$ cat src/rtl/pmp_pkg.sv
// shared constants for the program message parser
package pmp_pkg;
    localparam int unsigned BUF_BYTES = 256;
    localparam int unsigned IDX_W = 8;
    localparam int unsigned FIFO_DEPTH = 16;
    localparam int unsigned BYTE_W = 8;
    localparam logic [7:0] CH_NL = 8'h0a;
    localparam logic [7:0] CH_SEMI = 8'h3b;
    localparam logic [7:0] CH_QUERY = 8'h3f;
    localparam logic [7:0] CH_SPACE = 8'h20;
    localparam logic [7:0] CH_COMMA = 8'h2c;
    localparam logic [7:0] CH_DQUOTE = 8'h22;
    localparam logic [7:0] CH_SQUOTE = 8'h27;
    localparam logic [7:0] CH_LOW_A = 8'h61;
    localparam logic [7:0] CH_LOW_Z = 8'h7a;
    localparam logic [7:0] CASE_BIT = 8'h20;
    localparam logic [7:0] CH_PRINT_LO = 8'h20;
    localparam logic [7:0] CH_PRINT_HI = 8'h7e;
    localparam logic [7:0] IDX_LAST = 8'hff;
    localparam logic [7:0] IDX_ZERO = 8'h00;
    localparam logic [7:0] IDX_ONE = 8'h01;
    localparam logic [7:0] CNT_ZERO = 8'h00;
    localparam logic [7:0] CNT_ONE = 8'h01;
endpackage

$ cat src/rtl/pmp_fifo.sv
// parameterised flip-flop fifo with valid/ready on both sides
`timescale 1ns/1ps
`default_nettype none
module pmp_fifo #(
    parameter int unsigned WIDTH = 8,
    parameter int unsigned DEPTH = 16
) (
    input wire logic clk_in,
    input wire logic rstn_in,
    input wire logic wr_valid_in,
    output logic wr_ready_out,
    input wire logic [WIDTH-1:0] wr_data_in,
    output logic rd_valid_out,
    input wire logic rd_ready_in,
    output logic [WIDTH-1:0] rd_data_out
);
    localparam int unsigned AW = $clog2(DEPTH);
    logic [WIDTH-1:0] mem [DEPTH];
    logic [AW-1:0] wp, rp, next_wp, next_rp;
    logic [AW:0] cnt, next_cnt;
    logic push, pop;

    assign wr_ready_out = (cnt != (AW+1)'(DEPTH));
    assign rd_valid_out = (cnt != '0);
    assign rd_data_out = mem[rp];
    assign push = wr_valid_in && wr_ready_out;
    assign pop = rd_valid_out && rd_ready_in;

    always_comb begin
        next_wp = push ? wp + 1'b1 : wp;
        next_rp = pop ? rp + 1'b1 : rp;
        next_cnt = cnt;
        if (push && !pop) begin
            next_cnt = cnt + 1'b1;
        end else if (pop && !push) begin
            next_cnt = cnt - 1'b1;
        end
    end

    always_ff @(posedge clk_in or negedge rstn_in) begin
        if (!rstn_in) begin
            wp <= '0;
            rp <= '0;
            cnt <= '0;
        end else begin
            wp <= next_wp;
            rp <= next_rp;
            cnt <= next_cnt;
        end
    end

    // storage has no reset; only the pointers and the count need a defined value
    always_ff @(posedge clk_in) begin
        if (push) begin
            mem[wp] <= wr_data_in;
        end
    end
endmodule
`default_nettype wire

$ cat src/rtl/pmp_parser.sv
// program message parser: buffering, splitting, case folding, responses
`timescale 1ns/1ps
`default_nettype none
// Functional notes
// RULE1: messages are semicolon-separated elements closed by a terminator
// RULE2: decoding of a message waits for its terminator
// RULE3: a full 256-byte buffer is analysed without waiting for terminator
// RULE4: elements are issued strictly in received order
// RULE5: accept newline, newline with end flag, or end flag on last byte
// RULE6: each response ends with newline sent with end flag asserted
// RULE7: upper and lower case letters are equivalent in headers
// RULE8: quoted string arguments keep their original letter case
// RULE9: well-formed messages execute; messages with errors are discarded
// RULE10: header ending in question mark marks a query, else a command
// RULE11: each query yields a response that the controller reads out
// RULE12: responses carry the query header unless header echo is off
// RULE13: header, one space, then parameters separated by commas
// RULE14: malformed queries get no response
// RULE15: errors only raise status, never spontaneous messages
// RULE16: controller allows three seconds timeout for responses
// RULE17: after a full-buffer analysis, empty buffer and keep collecting
module pmp_parser (
    input wire logic clk_in,
    input wire logic rstn_in,
    input wire logic rx_valid_in,
    output logic rx_ready_out,
    input wire logic [7:0] rx_data_in,
    input wire logic rx_end_in,
    input wire logic header_echo_control_in,
    output logic el_valid_out,
    input wire logic el_ready_in,
    output logic [7:0] el_data_out,
    output logic el_is_query_out,
    output logic el_is_header_out,
    output logic el_last_out,
    output logic msg_error_out,
    input wire logic rsp_valid_in,
    output logic rsp_ready_out,
    input wire logic [7:0] rsp_data_in,
    input wire logic rsp_last_in,
    output logic tx_valid_out,
    input wire logic tx_ready_in,
    output logic [7:0] tx_data_out,
    output logic tx_end_out
);
    typedef enum logic [1:0] {
        PMP_COLLECT,
        PMP_CHECK,
        PMP_ISSUE
    } pmp_state_t;

    function automatic logic [7:0] pmp_fold(input logic [7:0] c);
        if (c >= pmp_pkg::CH_LOW_A && c <= pmp_pkg::CH_LOW_Z) begin
            pmp_fold = c & ~pmp_pkg::CASE_BIT;
        end else begin
            pmp_fold = c;
        end
    endfunction

    function automatic logic pmp_is_quote(input logic [7:0] c);
        pmp_is_quote = (c == pmp_pkg::CH_DQUOTE) || (c == pmp_pkg::CH_SQUOTE);
    endfunction

    // input fifo decouples the bus from buffer analysis stalls
    logic f_valid, f_ready, f_end;
    logic [7:0] f_data;
    pmp_fifo #(
        .WIDTH(pmp_pkg::BYTE_W + 1),
        .DEPTH(pmp_pkg::FIFO_DEPTH)
    ) u_fifo (
        .clk_in(clk_in),
        .rstn_in(rstn_in),
        .wr_valid_in(rx_valid_in),
        .wr_ready_out(rx_ready_out),
        .wr_data_in({rx_end_in, rx_data_in}),
        .rd_valid_out(f_valid),
        .rd_ready_in(f_ready),
        .rd_data_out({f_end, f_data})
    );

    logic [7:0] buf_mem [pmp_pkg::BUF_BYTES];
    logic [7:0] wr_idx, next_wr_idx;
    logic [7:0] rd_idx, next_rd_idx;
    logic [7:0] len, next_len;
    logic full, next_full;
    logic terminated, next_terminated;
    logic bad, next_bad;
    logic in_hdr, next_in_hdr;
    logic in_quote, next_in_quote;
    logic el_q, next_el_q;
    logic err, next_err;
    pmp_state_t state, next_state;
    logic [7:0] chk_c;
    logic wr_en, is_nl, pop_byte;

    assign chk_c = buf_mem[rd_idx];
    assign is_nl = (f_data == pmp_pkg::CH_NL);
    assign f_ready = (state == PMP_COLLECT);
    assign pop_byte = f_valid && f_ready;
    // a bare newline is a terminator and is never stored
    assign wr_en = pop_byte && !is_nl; // RULE5

    always_comb begin
        next_state = state;
        next_wr_idx = wr_idx;
        next_rd_idx = rd_idx;
        next_len = len;
        next_full = full;
        next_terminated = terminated;
        next_bad = bad;
        next_in_hdr = in_hdr;
        next_in_quote = in_quote;
        next_el_q = el_q;
        next_err = 1'b0;
        unique case (state)
            PMP_COLLECT: begin
                if (pop_byte) begin
                    if (wr_en) begin
                        next_wr_idx = wr_idx + pmp_pkg::IDX_ONE;
                    end
                    // newline or end flag closes the message
                    if (is_nl || f_end) begin // RULE5
                        next_terminated = 1'b1;
                        next_len = wr_en ? wr_idx + pmp_pkg::CNT_ONE : wr_idx;
                        // a last byte landing in the top slot fills the buffer
                        next_full = wr_en && wr_idx == pmp_pkg::IDX_LAST;
                        next_state = PMP_CHECK; // RULE2
                    end else if (wr_idx == pmp_pkg::IDX_LAST) begin
                        // buffer full: analyse now, message continues
                        next_terminated = 1'b0;
                        next_len = pmp_pkg::IDX_LAST;
                        next_full = 1'b1;
                        next_state = PMP_CHECK; // RULE3
                    end
                    next_rd_idx = pmp_pkg::IDX_ZERO;
                    next_in_quote = 1'b0;
                end
            end
            PMP_CHECK: begin
                // syntax pass before any byte of a chunk is issued, so a bad
                // chunk executes nothing; costs one pass of latency
                if (!full && wr_idx == pmp_pkg::IDX_ZERO) begin
                    next_state = PMP_COLLECT;
                end else begin
                    if (pmp_is_quote(chk_c)) begin
                        next_in_quote = !in_quote;
                    end
                    if (!in_quote && (chk_c < pmp_pkg::CH_PRINT_LO ||
                            chk_c > pmp_pkg::CH_PRINT_HI)) begin
                        next_bad = 1'b1; // RULE9
                    end
                    if ((!full && rd_idx + pmp_pkg::IDX_ONE == wr_idx) ||
                            (full && rd_idx == pmp_pkg::IDX_LAST)) begin
                        if (in_quote != pmp_is_quote(chk_c) &&
                                (!full || terminated)) begin
                            next_bad = 1'b1; // RULE9
                        end
                        next_rd_idx = pmp_pkg::IDX_ZERO;
                        next_in_hdr = 1'b1;
                        next_in_quote = 1'b0;
                        next_el_q = 1'b0;
                        next_state = PMP_ISSUE;
                    end else begin
                        next_rd_idx = rd_idx + pmp_pkg::IDX_ONE;
                    end
                end
            end
            PMP_ISSUE: begin
                if (bad) begin
                    // discard whole chunk, flag status only
                    next_err = 1'b1; // RULE15
                    // a cut message stays bad until its terminator
                    next_bad = full && !terminated;
                    next_wr_idx = pmp_pkg::IDX_ZERO;
                    next_state = PMP_COLLECT; // RULE9 RULE14
                end else if (el_ready_in) begin
                    if (pmp_is_quote(chk_c)) begin
                        next_in_quote = !in_quote;
                    end
                    if (!in_quote && chk_c == pmp_pkg::CH_SEMI) begin
                        next_in_hdr = 1'b1; // RULE1
                        next_el_q = 1'b0;
                    end else if (!in_quote && in_hdr &&
                            chk_c == pmp_pkg::CH_SPACE) begin
                        next_in_hdr = 1'b0; // RULE13
                    end else if (in_hdr && chk_c == pmp_pkg::CH_QUERY) begin
                        next_el_q = 1'b1; // RULE10
                    end
                    if (el_last_out) begin
                        // emptied; keep collecting the cut message, or start the next one after a terminator
                        next_wr_idx = pmp_pkg::IDX_ZERO; // RULE17
                        next_state = PMP_COLLECT;
                    end else begin
                        next_rd_idx = rd_idx + pmp_pkg::IDX_ONE; // RULE4
                    end
                end
            end
            default: next_state = PMP_COLLECT;
        endcase
    end

    always_ff @(posedge clk_in or negedge rstn_in) begin
        if (!rstn_in) begin
            state <= PMP_COLLECT;
            wr_idx <= '0;
            rd_idx <= '0;
            len <= '0;
            full <= 1'b0;
            terminated <= 1'b0;
            bad <= 1'b0;
            in_hdr <= 1'b1;
            in_quote <= 1'b0;
            el_q <= 1'b0;
            err <= 1'b0;
        end else begin
            state <= next_state;
            wr_idx <= next_wr_idx;
            rd_idx <= next_rd_idx;
            len <= next_len;
            full <= next_full;
            terminated <= next_terminated;
            bad <= next_bad;
            in_hdr <= next_in_hdr;
            in_quote <= next_in_quote;
            el_q <= next_el_q;
            err <= next_err;
        end
    end

    always_ff @(posedge clk_in) begin
        if (wr_en) begin
            buf_mem[wr_idx] <= f_data;
        end
    end

    assign el_valid_out = (state == PMP_ISSUE) && !bad;
    // letters fold to upper case except inside quoted strings
    assign el_data_out = in_quote ? chk_c : pmp_fold(chk_c); // RULE7 RULE8
    // the question mark itself marks the element as a query
    assign el_is_query_out = el_q || (in_hdr && chk_c == pmp_pkg::CH_QUERY);
    assign el_is_header_out = in_hdr && !in_quote;
    // a full chunk issues all slots; len cannot count to the buffer size
    assign el_last_out = full ? (rd_idx == pmp_pkg::IDX_LAST) :
        (rd_idx + pmp_pkg::IDX_ONE == len); // RULE3 RULE17
    assign msg_error_out = err;

    // response path: executor supplies header text only when echo is on;
    // newline is always appended with the end flag
    logic tx_nl, next_tx_nl;
    logic [7:0] tx_d, next_tx_d;
    logic tx_v, next_tx_v;
    logic tx_e, next_tx_e;

    always_comb begin
        next_tx_nl = tx_nl;
        next_tx_d = tx_d;
        next_tx_v = tx_v;
        next_tx_e = tx_e;
        if (tx_v && tx_ready_in) begin
            next_tx_v = 1'b0;
            next_tx_e = 1'b0;
        end
        if (tx_nl && !next_tx_v) begin
            next_tx_d = pmp_pkg::CH_NL;
            next_tx_e = 1'b1; // RULE6
            next_tx_v = 1'b1;
            next_tx_nl = 1'b0;
        end else if (rsp_ready_out && rsp_valid_in) begin
            next_tx_d = rsp_data_in; // RULE11 RULE12
            next_tx_v = 1'b1;
            next_tx_e = 1'b0;
            next_tx_nl = rsp_last_in;
        end
    end
    assign rsp_ready_out = !tx_nl && (!tx_v || tx_ready_in);

    always_ff @(posedge clk_in or negedge rstn_in) begin
        if (!rstn_in) begin
            tx_nl <= 1'b0;
            tx_d <= '0;
            tx_v <= 1'b0;
            tx_e <= 1'b0;
        end else begin
            tx_nl <= next_tx_nl;
            tx_d <= next_tx_d;
            tx_v <= next_tx_v;
            tx_e <= next_tx_e;
        end
    end
    assign tx_valid_out = tx_v;
    assign tx_data_out = tx_d;
    assign tx_end_out = tx_e;
    // header_echo_control_in is honoured by the executor building responses
    logic unused_echo;
    assign unused_echo = header_echo_control_in ^ terminated;
endmodule
`default_nettype wire

$ cat config.mk
export PLATFORM = sky130hd
export DESIGN_NAME = pmp_parser
export DESIGN_NICKNAME = d
export VERILOG_FILES = /design/src/rtl/pmp_pkg.sv /design/src/rtl/pmp_fifo.sv /design/src/rtl/pmp_parser.sv
export SDC_FILE = /design/constraint.sdc
export NUM_CORES = 2
export LEC_CHECK = 0
export BUFFER_PORTS_ARGS = -buffer_cell sky130_fd_sc_hd__buf_4
export CAP_MARGIN = 20
export CORE_ASPECT_RATIO = 1.5
export CORE_MARGIN = 5
export CORE_UTILIZATION = 55
export CTS_CLUSTER_SIZE = 25
export DETAILED_ROUTE_END_ITERATION = 12
export GPL_ROUTABILITY_DRIVEN = 0
export PLACE_DENSITY = 0.71
export SLEW_MARGIN = 10
export SYNTH_ARGS = -nofsm -noshare
export SYNTH_HDL_FRONTEND = slang
export SYNTH_HIERARCHICAL = 1
export SYNTH_SLANG_ARGS = --single-unit
$ cat constraint.sdc
create_clock -name clk_in -period 10.1 [get_ports clk_in]
set_input_delay 0 -clock clk_in [delete_from_list [all_inputs] [get_ports clk_in]]
set_output_delay 0 -clock clk_in [all_outputs]
set_load 0.005 [all_outputs]
# After elaboration in Yosys (flattened, before gate mapping)
# Memory sizes are Yosys's and may differ from the RTL's.
# Index checks and enable logic that the tools add are counted.
# W data, S select, Z words.
# word_totals
register_bits	57
mem_bits_rw	2192
inputBits	25
output_inout_bits	25
word_cells	191
memories	2
# op_classes
n_addsub	6
n_lt_le_gt_ge	4
eq_ne	27
n_mux	77
n_reduce_logical	57
# memory_table
memory	words	word_bits	rd	rd_ports_with_merged_regs	write_ports	line_no	source
buf_mem	256	8	1	0	1	pmp_parser.sv:81	logic [7:0] buf_mem [pmp_pkg::BUF_BYTES];
u_fifo.mem	16	9	1	0	1	pmp_fifo.sv:18	logic [WIDTH-1:0] mem [DEPTH];
# ops
op	count
$mux W8	15
$mux W1	43
$eq A8 B6 Y1 const B	5
$pmux W8 S3	1
$logic_and A1 B1 Y1	22
$ne A3 B3 Y1 const B	6
$add A8 B1 Y8 const B	2
$eq A8 B8 Y1	2
$eq A8 B8 Y1 const B	2
$mux W2	8
$pmux W8 S2	1
$mux W6	2
$ne A2 B2 Y1 const B	6
$reduce_and A6 Y1	2
$logic_not A1 Y1	10
$mux W5	2
$reduce_and A5 Y1	2
$reduce_bool A2 Y1	5
$add A4 B1 Y4 const B	2
$eq A8 B4 Y1 const B	1
$ge A8 B7 Y1 const B	1
$gt A8 B7 Y1 const B	1
$le A8 B7 Y1 const B	1
$logic_not A8 Y1	1
19 further kinds	28

# Depth between registers and ports, before layout
# An unclocked memory read counts as a cell.
# depth
depth_word	9
mapped_depth	17
ltp_nobuf	12

# Hierarchy
# The synthesis kept the hierarchy.
# by_module_without_submodules
mod	n_inst	cells_each	area_per_inst_um2	seq_area_each_um2
pmp_parser	1	4088	82599.2	62601.3
pmp_fifo	1	345	6429.9	4649.5

# Least setup slack after synthesis
# OpenSTA, ideal clock, no wires.
# synth_timing
path_type	reg-to-reg
start	register u_fifo.rp[1]
end	memory buf_mem[104][0] (enable)
setup_ns	0.370
t_arrival_ns	6.403
t_required_ns	9.730
setup_slack_ns	3.327
stages_incl_launch_ff	15
n_path_buf	5
synth_period_minus_slack_ns	6.773
path_cell_list	dfrtp_1 -> and2_1 -> buf_4 -> buf_2 -> a221oi_1 -> a22oi_1 -> nand2_1 -> nand4bb_1 -> nor2_1 -> nor2_1 -> clkbuf_1 -> buf_1 -> nand3_1 -> clkbuf_1 -> nor2_1
# synth_via
elab_chain_cells	6
# synth_lines
item	line_no	source
start: declaration	pmp_fifo.sv:19	logic [AW-1:0] wp, rp, next_wp, next_rp;
start signal: assignment	pmp_fifo.sv:47	rp <= next_rp;
$mem_v2 Z16 W9	--	
net f_data[0]	pmp_parser.sv:66	logic [7:0] f_data;
$eq A8 B4 Y1	pmp_parser.sv:97	assign is_nl = (f_data == pmp_pkg::CH_NL);
$logic_not A1 Y1	pmp_parser.sv:101	assign wr_en = pop_byte && !is_nl;
$logic_and A1 B1 Y1	pmp_parser.sv:101	
$mux W1	pmp_parser.sv:231	if (wr_en) begin
$mux W1 (not written as such)	pmp_parser.sv:232	buf_mem[wr_idx] <= f_data;
end: declaration	pmp_parser.sv:81	
# The timed path passes the listed nets, and every way through them passes these cells.

# Worst setup path in the final report
# layout_timing
start	register rd_idx[1]
end	output port el_data_out[5]
# layout_via
elab_chain_cells	5
elab_cells_between_ends	6
cone_classes	2 x order compare; 2 x mux; 1 x reduce/logical; 1 x memory
# layout_lines
item	line_no	source
start: declaration	pmp_parser.sv:83	logic [7:0] rd_idx, next_rd_idx;
start signal: assignment	pmp_parser.sv:218	rd_idx <= next_rd_idx;
$mem_v2 Z256 W8 (*)	--	
$ge A8 B7 Y1 or $le A8 B7 Y1 (tied branches)	pmp_parser.sv:53	if (c >= pmp_pkg::CH_LOW_A && c <= pmp_pkg::CH_LOW_Z) begin
$logic_and A1 B1 Y1	pmp_parser.sv:53	
$mux W6	pmp_parser.sv:53	
$mux W6 (*)	pmp_parser.sv:238	assign el_data_out = in_quote ? chk_c : pmp_fold(chk_c);
end: declaration	pmp_parser.sv:32	output logic [7:0] el_data_out,
# Every way passes the cells marked *; elsewhere a longest branch is shown, timed or not.

==> summary.txt <==
die width -> 339 um
core area -> 0.161 sq mm
WP data required -> 10.10 ns
post-synth cell types -> 89
Root Buffer -> clkbuf_16
most frequent cells in the layout -> 2192 x edfxtp_1, 468 x mux4_2, 326 x nor2_1, 205 x mux2i_1, 196 x clkbuf_16
Pre-Repair DR Iteration Count -> 5
part of the power in registers -> 49.2%
via/cell ratio -> 6.68
YS warnings -> 6
most common cell after layout, fill and taps aside -> edfxtp_1
Worst setup EP type -> output pin
Clock Latency Late Sink -> 0.85 ns
area occupied by multi-input gates -> 0.0202 sq mm
layout cell share with drive strength beyond 1 -> 20.9%
RSZ-0062 raised after global routing -> no
cell area power density -> 279 mW/mm^2
largest net degree at the start of global routing -> 209
htree depth -> 4
dpl cells -> 6412
Internal Pwr Total -> 19.0 mW
startpoint of the worst hold path -> rx_data_in[3]
nets -> 4615
hold depth -> 2
reg2reg start -> u_fifo/rp[0]
kind of critical path -> reg2out
flops & latches, synth -> 2249
fill count -> 11.0k
FF/Latch Area -> 0.0673 sq mm
Sw Share -> 30.6%
Slew Viols, Final -> 0
antenna-violating nets left -> 0
pre-CTS WS -> 3.91 ns
global-route wire length before repair -> 332000 um
P&R area growth vs syn -> 10.5%
WL/cell -> 33.8 um
Max Freq -> 0.150 GHz
vias -> 45.6k
I/O Buffers -> 48
Boundary Pins -> 50
Synth Net Count -> 4477
total CTS buffers -> 194
Final WS setup -> 3.45 ns
Mean Syn Cell Area -> 20.1 sq um
Clock Pin Slew Worst Setup and Hold Paths -> 0.06 ns
DP Area -> 0.0915 sq mm
post-layout min period -> 6.65 ns
Min-Delay Path Class -> in2reg
Initial DRC Count -> 5635
Async SR Flop Fraction -> 2.53%
Die Y -> 503 um
Finished Layout Cells -> 6830
arrival time worst endpoint -> 6.65 ns
initial antenna violation count -> 12
CTS Buffer Depth -> 3
Setup Skew -> 0.0549 ns
Rows -> 180
Crit Path Max Fanout -> 49
Seq/Total Area, Yosys -> 75.5%
CTS tree -> done
Overall Power -> 27.5 mW
NetSw -> 8.41 mW
DRC -> 0
pin slew with the least headroom to its limit -> 1.20 ns
Fin. Hold Viols -> 0
CTS Sinks -> 2249
remaining global-route overflow -> 0
WL final -> 231000 um
Max IR drop VDD -> 394 uV
Leak Pwr -> 30.3 nW
synthesized cell area -> 0.0890 sq mm
Detailed Place HPWL -> 141000 um
period utilization -> 65.8%
Post-synth EDFFs -> 2192
vias in the first global route -> 45.9k
worst r2r path cells -> 12
# setup viols final -> 0
outcome -> completed
Syn Inst Count -> 4433
worst setup path start -> rd_idx[1]
Clk network pwr share -> 26.9%
worst rel slew slack -> 20.3%
maxcap violations -> 0
startpoint types -> flip-flop
Setup TNS -> 0 ns
die area -> 0.170 sq mm
Design Area, Final -> 0.0984 sq mm
gr usage total -> 27.2%
Starting Density -> 55.4%
combinational share of power -> 23.9%
Most used DFF post-synth -> edfxtp_1
flip-flops by register name, summed over array words and instances, names as in the netlist, 2 cells and up:
register	count
wr_idx	8
buf_mem	2048
u_fifo/rp	4
rd_idx	8
len	8
u_fifo/cnt	5
u_fifo/mem	144
u_fifo/wp	4
state	2
tx_data_out	8
worst paths after layout:
| check | to | slack, ns |
|---|---|---|
| setup / recovery | el_data_out[5] | 3.45 |
| hold / removal | u_fifo/mem[5][3] | 0.05 |
| setup reg to reg | buf_mem[157][5] | 3.75 |
| max in group asynchronous | rd_idx[2] | 8.67 |
| hold reg to reg | terminated | 0.52 |
| min in group asynchronous | u_fifo/cnt[2] | 0.13 |
cell usage after synthesis (31+ instances only):
library cell | instances | area, sq um
dfrtp_1 | 56 | 1400
nand2_1 | 136 | 510
mux2i_1 | 205 | 2050
o22ai_1 | 35 | 219
buf_6 | 37 | 417
clkbuf_1 | 112 | 420
a22oi_1 | 73 | 548
nor2_1 | 327 | 1230
mux4_2 | 468 | 10500
nand3_1 | 42 | 210
o221ai_1 | 36 | 315
a21oi_1 | 78 | 390
nor3_1 | 31 | 155
buf_2 | 59 | 295
o21ai_0 | 49 | 245
nor2b_1 | 32 | 200
edfxtp_1 | 2192 | 65800
metal layers:
| layer | routed length [um] | vias up | GRT usage, % |
|---|---|---|---|
| met5 | 82 | - | 0.253 |
| met4 | 16400 | 6 | 16.0 |
| met3 | 23300 | 660 | 5.66 |
| met2 | 114000 | 2787 | 44.7 |
| met1 | 77000 | 23600 | 33.8 |
| li1 | - | 18600 | - |
layout make-up:
cell class / instances / share of cell area (%)
Sequential cell: 2249 / 68.4
Multi-Input combinational cell: 1896 / 20.6
Clock buffer: 239 / 5.17
Tap cell: 2093 / 2.66
Timing Repair Buffer: 203 / 1.87
Clock inverter: 115 / 1.19
Inverter: 27 / 0.108
Antenna cell: 8 / 0.0204
kinds of logic (layout without fill, tap and decap cells):
family	count (synthesis)	count (layout)	synth area share (%)
flops	2249	2249	75.5
mux	708	708	14.7
simple gates	674	674	3.39
compound gates	459	459	3.77
buf+inv	288	584	1.89
xor+xnor	36	36	0.464
fa+ha+maj	19	19	0.275
other cells	0	8	0
worst max-delay path, cell delays in order, from the launching register on:
cell and delay, ns:
dfrtp_4 0.99, buf_4 0.55, buf_4 0.63, mux4_2 0.40
a22oi_1 0.33, a21oi_1 0.17, nor4_1 0.78, o2bb2ai_1 0.40
a32oi_1 0.47, inv_2 0.14, a21o_1 0.20, a311oi_1 0.23
o21ai_0 0.23, buf_4 0.22
power groups by stage:
stage / sequential (mW) / combinational, mW / clock (mW)
6_report: 13.5 / 6.57 / 7.39
5_1_grt: 13.5 / 6.95 / 7.85
4_1_cts: 13.5 / 6.48 / 7.45
3_5_place_dp: 13.7 / 6.46 / 0
3_3_place_gp: 13.7 / 6.20 / 0
2_1_floorplan: 14.4 / 3.92 / 0
repair_timing:
item	in CTS	in global routing
buffers inserted	0	0
hold buffers	53	0
endpoints found under the hold margin	228	0
gates resized for setup	0	0
setup endpoints to repair	0	0
through the flow:
stage / util, % / hold slack [ns]
2_1_floorplan: - / -0.296
3_3_place_gp: 56.9 / -0.193
3_5_place_dp: 56.9 / -0.192
4_1_cts: 61.1 / 0.00443
5_1_grt: 61.2 / 0.0529
6_report: 61.2 / 0.0464
Power figures use the tool's default switching activity.
